===== config.mk =====
export PLATFORM = sky130hd
export DESIGN_NAME = cid_top
export DESIGN_NICKNAME = d
export VERILOG_FILES = /design/src/shared/cid_pkg.sv /design/src/cid_top.sv
export SDC_FILE = /design/constraint.sdc
export NUM_CORES = 2
export LEC_CHECK = 0
export BUFFER_PORTS_ARGS = -buffer_cell sky130_fd_sc_hd__buf_2
export CAP_MARGIN = 30
export CELL_PAD_IN_SITES_DETAIL_PLACEMENT = 0
export CELL_PAD_IN_SITES_GLOBAL_PLACEMENT = 2
export CORE_UTILIZATION = 42
export DETAILED_ROUTE_END_ITERATION = 7
export PLACE_DENSITY_LB_ADDON = 0.1
export SLEW_MARGIN = 5
export SYNTH_ARGS = -nofsm -noshare
export SYNTH_HDL_FRONTEND = slang
export SYNTH_SLANG_ARGS = --single-unit

===== constraint.sdc =====
create_clock -name clk_i -period 9.78 [get_ports clk_i]
set_input_delay 0.489 -clock clk_i [delete_from_list [all_inputs] [get_ports clk_i]]
set_output_delay 0.489 -clock clk_i [all_outputs]
set_load 0.03 [all_outputs]

===== src/shared/cid_pkg.sv =====
// Constants and carrier types of the contact-input debouncer.
// Assumes a 20 MHz clock and a classic Wishbone register port.
// Function
// Sample every contact input together once per 0.5 ms scan.
// A raw sample reads closed when voltage is at or above threshold.
// Accept a new state after the settle interval; 2.5 ms confirms on sample six.
// A validated change updates the debounced flag and may record an event.
// Timestamp a change with the time of the first agreeing sample.
// With logging enabled, every validated change in both directions makes an event.
// Run the protection pass eight times per cycle; pass length set by tracking; the code takes it from the A_PASS register.
// Copy validated states to the logic operands only at a pass start.
// Operand delay is settle interval plus zero to one protection pass.
// Timestamps carry one microsecond resolution for any settle interval.
// Rising and falling transitions use the same procedure and interval.
// Give a closed flag and a complementary open flag per input.
// One threshold per group of four inputs, shared by the group.
// A disagreeing sample discards the candidate; old state and stamp stay.
package cid_pkg;
   localparam int CLK_MHZ = 20;
   localparam int SCAN_NS = 500_000;
   localparam int SCAN_CYC = SCAN_NS * CLK_MHZ / 1000;
   localparam int US_CYC = CLK_MHZ;
   localparam int SCAN_US = SCAN_NS / 1000;
   localparam int SETTLE_US = 2500;
   localparam logic [7:0] SETTLE_RST = 8'(SETTLE_US / SCAN_US);
   localparam int PASS_US = 2083;
   localparam logic [23:0] PASS_RST = 24'(PASS_US * CLK_MHZ);
   localparam int GROUP = 4;
   localparam logic [7:0] A_SETTLE = 8'h00;
   localparam logic [7:0] A_PASS = 8'h04;
   localparam logic [7:0] A_STATE = 8'h08;
   localparam logic [7:0] A_STAT = 8'h0c;
   localparam logic [7:0] A_MASK = 8'h10;
   localparam logic [7:0] A_EVEN = 8'h14;
   localparam logic [7:0] A_TIME = 8'h18;
   localparam logic [7:0] A_THR = 8'h20;
   localparam logic [7:0] A_STAMP = 8'h80;

   typedef struct packed {
      logic cyc;
      logic stb;
      logic we;
      logic [3:0] sel;
      logic [7:0] adr;
      logic [31:0] dat;
   } cid_wb_req_t;

   typedef struct packed {
      logic ack;
      logic [31:0] dat;
   } cid_wb_rsp_t;
endpackage


===== src/cid_top.sv =====
// Contact-input debouncer with scan timer, pass scheduler and timestamps.
// Assumes digitised input voltages synchronous to clk_i and a Wishbone
// master that holds each request until ack.
`timescale 1ns/1ps
`default_nettype none
module cid_top #(
   parameter int N = 8,
   parameter int VW = 10,
   parameter int SCAN = cid_pkg::SCAN_CYC
) (
   input wire logic clk_i,
   input wire logic rst_i,
   input wire logic [N-1:0][VW-1:0] volt_i,
   input wire cid_pkg::cid_wb_req_t wb_i,
   output cid_pkg::cid_wb_rsp_t wb_o,
   output logic [N-1:0] input_closed_flag_o,
   output logic [N-1:0] input_open_flag_o,
   output logic [N-1:0] event_o,
   output logic pass_start_o,
   output logic irq_o
);
   import cid_pkg::*;

   localparam int G = N / GROUP;

   // Refuse sizes the register map and counters cannot serve
   if (N < GROUP || N > 24 || N % GROUP != 0) begin : g_bad_n
      $error("cid_top: N must be 4..24 in steps of four");
   end
   if (VW < 1 || VW > 32) begin : g_bad_vw
      $error("cid_top: VW out of range");
   end
   if (SCAN < 2 || SCAN > 65535) begin : g_bad_scan
      $error("cid_top: SCAN out of range");
   end

   typedef struct packed {
      logic [N-1:0] oper;
      logic [N-1:0] openf;
      logic [N-1:0] valid;
      logic [N-1:0] prev;
      logic [N-1:0][7:0] run;
      logic [N-1:0][31:0] cst;
      logic [N-1:0][31:0] stamp;
      logic [N-1:0] stat;
      logic [N-1:0] mask;
      logic [N-1:0] even;
      logic [N-1:0] evt;
      logic [G-1:0][VW-1:0] thr;
      logic [7:0] settle;
      logic [23:0] pass_per;
      logic [23:0] pass_cnt;
      logic pass;
      logic [15:0] scan_cnt;
      logic [4:0] pre;
      logic [31:0] usec;
      logic ack;
      logic [31:0] dat;
      logic irq;
   } cid_state_t;

   cid_state_t q;
   cid_state_t next_q;

   logic [31:0] wmask;
   logic rd_ev;
   logic wr_ev;
   logic samp;
   logic raw;
   logic [N-1:0] set_ev;
   logic [7:0] idx;

   always_comb begin
      for (int b = 0; b < 4; b++) begin
         wmask[b*8 +: 8] = {8{wb_i.sel[b]}};
      end
   end

   always_comb begin
      next_q = q;
      raw = 1'b0;
      idx = 8'h00;
      set_ev = '0;
      rd_ev = wb_i.cyc && wb_i.stb && !q.ack && !wb_i.we;
      wr_ev = wb_i.cyc && wb_i.stb && !q.ack && wb_i.we;

      // Free-running microsecond time base for stamps
      if (q.pre == 5'(US_CYC - 1)) begin
         next_q.pre = '0;
         next_q.usec = q.usec + 32'h0000_0001;
      end else begin
         next_q.pre = q.pre + 5'h01;
      end

      // Common scan instant for all inputs
      samp = (q.scan_cnt == 16'(SCAN - 1));
      next_q.scan_cnt = samp ? '0 : q.scan_cnt + 16'h0001;

      // Protection pass scheduler, period from the A_PASS register
      next_q.pass = 1'b0;
      if (q.pass_cnt + 24'h00_0001 >= q.pass_per) begin
         next_q.pass_cnt = '0;
         next_q.pass = 1'b1;
      end else begin
         next_q.pass_cnt = q.pass_cnt + 24'h00_0001;
      end

      next_q.evt = '0;
      for (int i = 0; i < N; i++) begin
         if (samp) begin
            // Group threshold compare
            raw = volt_i[i] >= q.thr[i / GROUP];
            next_q.prev[i] = raw;
            if (raw == q.valid[i]) begin
               next_q.run[i] = '0;
            end else begin
               // Same path for either direction
               if (q.run[i] == 8'h00 || raw != q.prev[i]) begin
                  next_q.run[i] = 8'h01;
                  next_q.cst[i] = q.usec;
               end else begin
                  next_q.run[i] = q.run[i] + 8'h01;
               end
               if (q.run[i] != 8'h00 && raw == q.prev[i] &&
                   q.run[i] >= q.settle) begin
                  // Confirmed on sample settle+1
                  next_q.valid[i] = raw;
                  next_q.run[i] = '0;
                  next_q.stamp[i] = q.cst[i];
                  set_ev[i] = q.even[i];
               end else if (q.settle == 8'h00 && q.run[i] == 8'h00) begin
                  next_q.valid[i] = raw;
                  next_q.run[i] = '0;
                  next_q.stamp[i] = q.usec;
                  set_ev[i] = q.even[i];
               end
            end
         end
      end
      next_q.evt = set_ev;

      // Operands change only at pass start
      if (q.pass) begin
         next_q.oper = q.valid;
         next_q.openf = ~q.valid;
      end

      // Bus slave, one wait state
      next_q.ack = wb_i.cyc && wb_i.stb && !q.ack;
      next_q.dat = '0;
      if (rd_ev) begin
         unique case (wb_i.adr)
            A_SETTLE: next_q.dat = 32'(q.settle);
            A_PASS: next_q.dat = 32'(q.pass_per);
            A_STATE: next_q.dat = 32'(q.oper);
            A_STAT: next_q.dat = 32'(q.stat);
            A_MASK: next_q.dat = 32'(q.mask);
            A_EVEN: next_q.dat = 32'(q.even);
            A_TIME: next_q.dat = q.usec;
            default: begin
               if (wb_i.adr >= A_THR &&
                   wb_i.adr < A_THR + 8'(4 * G)) begin
                  idx = 8'((wb_i.adr - A_THR) >> 2);
                  next_q.dat = 32'(q.thr[idx]);
               end else if (wb_i.adr >= A_STAMP &&
                            wb_i.adr < A_STAMP + 8'(4 * N)) begin
                  idx = 8'((wb_i.adr - A_STAMP) >> 2);
                  next_q.dat = q.stamp[idx];
               end
            end
         endcase
      end
      if (wr_ev) begin
         unique case (wb_i.adr)
            A_SETTLE: next_q.settle =
               8'((32'(q.settle) & ~wmask) | (wb_i.dat & wmask));
            A_PASS: next_q.pass_per =
               24'((32'(q.pass_per) & ~wmask) | (wb_i.dat & wmask));
            A_MASK: next_q.mask =
               N'((32'(q.mask) & ~wmask) | (wb_i.dat & wmask));
            A_EVEN: next_q.even =
               N'((32'(q.even) & ~wmask) | (wb_i.dat & wmask));
            default: begin
               if (wb_i.adr >= A_THR &&
                   wb_i.adr < A_THR + 8'(4 * G)) begin
                  idx = 8'((wb_i.adr - A_THR) >> 2);
                  next_q.thr[idx] = VW'((32'(q.thr[idx]) & ~wmask) |
                                        (wb_i.dat & wmask));
               end
            end
         endcase
      end

      // Sticky events, cleared by read; a new event wins
      if (rd_ev && wb_i.adr == A_STAT)
         next_q.stat = set_ev;
      else
         next_q.stat = q.stat | set_ev;
      next_q.irq = |(next_q.stat & q.mask);
   end

   always_ff @(posedge clk_i) begin
      if (rst_i) begin
         q <= '0;
         q.openf <= '1;
         q.settle <= SETTLE_RST;
         q.pass_per <= PASS_RST;
      end else begin
         q <= next_q;
      end
   end

   assign wb_o.ack = q.ack;
   assign wb_o.dat = q.dat;
   assign input_closed_flag_o = q.oper;
   assign input_open_flag_o = q.openf;
   assign event_o = q.evt;
   assign pass_start_o = q.pass;
   assign irq_o = q.irq;
endmodule
`default_nettype wire


; Word-level counts from Yosys, hierarchy flattened
; Cells that the tools add are included.
[totals]
romBits = 0
input_bits = 129
latchBits = 0
n_memories = 0
ram_bits = 0
register_bits = 804
[op_classes]
n_div = 0
mul = 0
n_bitwise = 25
muxes = 108
n_shift = 0
n_eq_ne = 32
reduce_logical = 95
n_lt_le_gt_ge = 24
addsub = 14
[op_table]
columns = cell, n
row1 = 2-to-1 mux 32 bit, 19
row2 = 2-to-1 mux 8 bit, 33
row3 = one-hot mux 32 bit (7 select lines), 1
row4 = binary-select mux 32 bit (select 3 bit), 1
row5 = >= comparator 10 bit, 8
row6 = logical NOT 8 bit, 10
row7 = adder 8 x 1 -> 8 bit (second input constant), 8
row8 = >= comparator 8 bit, 8
row9 = nonzero test 8 bit, 8
row10 = AND reduction 3 bit, 17
row11 = 2-to-1 mux 1 bit, 49
row12 = bitwise AND 24 bit, 2
row13 = adder 32 x 1 -> 32 bit (second input constant), 1
row14 = bitwise AND 8 bit, 4
row15 = logical AND 1 bit, 32
row16 = OR 8 bit, 4
row17 = 2-to-1 mux 10 bit, 3
row18 = adder 24 x 1 -> 24 bit (second input constant), 1
row19 = equality test 8 x 5 -> 1 bit (second input constant), 3
row20 = >= comparator 24 bit, 1
row21 = NOT 24 bit, 1
row22 = OR 24 bit, 1
row23 = bitwise mux 20 bit, 1
row24 = adder 16 x 1 -> 16 bit (second input constant), 1
row25 = 28 further kinds, 81

; Depth between registers and ports, before layout
[depth]
word_depth = 11
mapped_depth = 16

; Worst setup path after synthesis
; Ideal clock, no wire load.
[synth_timing]
path_type = input to register
from = input volt_i[50] (netlist name)
to = register q[357] (netlist name)
arrival_ns = 3.054
path_stages = 10
path_buffers = 2
path_slack_ns = 6.588
cell_sequence = inv_1 ha_1 nand2b_1 a211oi_1 o31ai_1 or4b_2 a311oi_1 clkbuf_1 buf_1 a211oi_1
[synth_via]
elab_chain_len = 6
[synth_rtl]
columns = element, line_no
row1 = from (decl), cid_top.sv:13  ; input wire logic [N-1:0][VW-1:0] volt_i,
row2 = >= comparator 10 bit *, cid_top.sv:112  ; raw = volt_i[i] >= q.thr[i / GROUP];
row3 = equality test 1 bit, cid_top.sv:124  ; if (q.run[i] != 8'h00 && raw == q.prev[i] &&
row4 = logical AND 1 bit (2 in a row), cid_top.sv:124
row5 = nonzero test 2 bit (no line), -
row6 = AND reduction 3 bit (no line), -
row7 = to (signal assigned), cid_top.sv:209  ; q <= next_q;
row8 = to (decl), cid_top.sv:62  ; cid_state_t q;
; Every way passes the cells marked *; elsewhere a longest branch is shown, timed or not.
; A chain may end at the register's enable or synchronous reset.

; Worst setup path in the final report
[layout_timing]
from = register q[154] (netlist name)
to = register q[445] (netlist name)
[layout_via]
elab_chain_len = 6
[layout_rtl]
columns = element, line_no
row1 = >= comparator 10 bit *, cid_top.sv:112
row2 = equality test 1 bit, cid_top.sv:124
row3 = logical AND 1 bit (2 in a row), cid_top.sv:124
row4 = nonzero test 2 bit (no line), -
row5 = AND reduction 3 bit (no line), -
; Marked as above.

==> flow_summary.ini <==
[cts]
cts_resized = 0
clock_path_buffers = 3
clk_latency_ns = 0.66
cts_setup_buffers = 0
cts-buffers-inserted = 92
cts.reportedPaths.clkPinSlew_ns = 0.06
ctsHoldBuffers = 0
cts_sinks = 804
ctsHtreeMaxLevel = 3
cts_tree = done
cts_root_buf = clkbuf_16

[synthesis]
synthesis.nets = 4841
ys_seq_area_share_pct = 40.8
synth_cells = 4522
synth-seq-cells = 804
netlist.area_leader.share_pct = 40.8
syn-mean-instance-area_um2 = 8.72
synth_edf_count = 0
synth_flop_cell = dfxtp_1
synth_warnings = 0
synth_cell_types = 74
synth.largest_area_cell = dfxtp_1
async_flop_share_pct = 0
synth.area.top_cells = dfxtp_1, mux2i_1, nand2_1
synth_area_um2 = 39400

[hold_path]
hp-class = in2reg
min_from = wb_i[13]

[drt]
post-route-drc-count = 0
routed-via-count = 32100
final_antenna_net_count = 0
drt-vias-per-instance = 5.54
wl_mm = 134
dr.pass1.iters = 6
drtIter0Drc = 2679
wl_per_cell_um = 23.1

[global_routing]
grt.overflow.total = 0
grt_use_total_pct = 27.8
grt_max_degree = 89
grt_pass1_wl_mm = 196
antenna_found_initial = 6
grt_pass1_vias = 29900

[sta]
fmax_ghz = 0.227
final.setup.tns_ns = 0
setup_viol = 0
slew_headroom_pct = 27.7
maxSlewViolCount = 0
fin_crit_ns = 4.41
fin_crit_sh_pct = 45.1
hold_ws_ns = 0.0756
worst_pin_slew_ns = 1.08
rsz0062_at_grt = no
finClkSkew_ns = 0.0248
final_hold_viol_count = 0

[setup_path]
critPathCapture = q[445]
critPathLaunchType = flip-flop
critPathMaxFanout = 66
r2r_start = q[154]
crit_start = q[154]
reg2reg_depth = 13
r2r_slack_ns = 5.37
worstPathRequired_ns = 10.35
crit_type = reg2reg
end_kind = flip-flop
cp_data_arrival_time_ns = 4.98
reg2reg_to = q[445]

[placement]
portBuffers = 178
dpl_cell_area_um2 = 40900
gp_congestion = 0.843
place_inst = 5632
hpwl_mm = 79.5

[finish]
multi_input_area_um2 = 21300
area_growth_pct = 12.0
finalNonFillerCells = 5801
drive_above_1_share_pct = 13.1
register_area_um2 = 16100
final_area_um2 = 44200
n_fill_cell = 9095
final_nets = 4794
final_util_pct = 47.4

[floorplan]
die_x_um = 308
rows = 112
initial_core_util_pct = 42.3
core_area_um2 = 93200
die_h_um = 308
die-area_um2 = 95100
ios = 188

[pwr]
peakVddDrop_mv = 0.133
power.leakage_nw = 16.5
power_density_nw_per_um2 = 161

[status]
status = completed

[run]
drv_cap = 0
-- layout make-up --
cell class	instances	area share [%]
clock inverters	27	0.963
clock buffers	137	6.17
flip-flops and latches	804	36.5
diodes	2	0.0113
repair buffers	254	3.57
inverters	116	0.986
multi-input cells	3207	48.3
well taps	1254	3.55
-- cells by family (layout without fill, tap and decap cells) --
group / after synthesis / count (layout) / share of synthesized area (%)
adders and majority gates: 190 / 190 / 6.03
buffers and inverters: 511 / 534 / 5.61
and+or+nand+nor: 1557 / 1557 / 17.0
xor gates and xnor gates: 90 / 90 / 2.00
AOI/OAI and AO/OA: 915 / 915 / 14.7
muxes: 455 / 455 / 13.8
other: 0 / 2 / 0
DFF: 804 / 804 / 40.8
-- stage by stage --
stage / power, mW / setup WS [ns]
floorplan: 3.49 / 6.59
global placement: 3.58 / 5.16
detailed placement: 3.58 / 5.31
CTS: 7.20 / 5.38
global route: 7.36 / 5.14
finish: 7.12 / 5.37
-- layout by cell type, fill, tap and decap left out, types with 70 or more instances in the layout --
cell type / count
dfxtp_1: 804
nand2_1: 745
nor2_1: 447
a21oi_1: 403
mux2i_1: 314
a211oi_1: 222
ha_1: 190
buf_2: 176
inv_1: 116
clkbuf_16: 95
nand3_1: 93
o21ai_0: 90
mux2_2: 77
buf_4: 70
-- where the power goes --
group	leakage, nW	internal (mW)	switching, mW	total (mW)
clock	1.55	2.18	1.43	3.61
sequential	6.47	3.28	0.00345	3.28
combinational	8.45	0.0738	0.154	0.227
-- worst max-delay path, cell delays in order, from the launching register on --
cell and delay (ns):
dfxtp_1 0.51, ha_1 0.29, nand2b_1 0.14, a211oi_1 0.25
nor3_1 0.09, nor3_2 0.26, buf_4 0.28, mux2_2 0.18
buf_4 0.72, or2_1 0.26, and3_2 0.18, buf_4 0.70
nor2_1 0.09, a211oi_1 0.24
-- synthesized netlist by cell type, types with 27 or more instances --
library cell	instances
nand4_1	29
inv_1	116
nor2b_1	29
buf_2	27
a21oi_1	405
xnor2_1	44
o21ai_0	90
mux2_2	77
nand2_1	748
dfxtp_1	804
and3_1	33
ha_1	190
xor2_1	46
nor2_1	457
mux2i_1	314
nand2b_1	33
nand3_1	94
nor3_1	34
buf_4	61
clkbuf_1	278
mux4_2	64
a211oi_1	222
-- sequential cells by signal, summed over array words and instances (netlist names), named ones only --
name and cells:
input_closed_flag_o 8, wb_o 33, q 697, event_o 8, input_open_flag_o 8, pass_start_o 1
irq_o 1
-- metal layers --
metal	track usage, %	vias up	wire [um]
li1	-	15700	-
met1	39.6	15400	63300
met2	42.5	954	58000
met3	4.89	168	9380
met4	7.89	4	3210
met5	0	-	29
-- worst min-delay path by stage --
stage | slack, ns | end | cells past startpoint
global placement | 0.43 | q[71] | 1
floorplan | 0.41 | q[71] | 1
detailed placement | 0.43 | q[71] | 1
finish | 0.08 | flip-flop | 3
CTS | 0.05 | flip-flop | 3
global route | 0.09 | flip-flop | 3
Power figures use the tool's default switching activity.
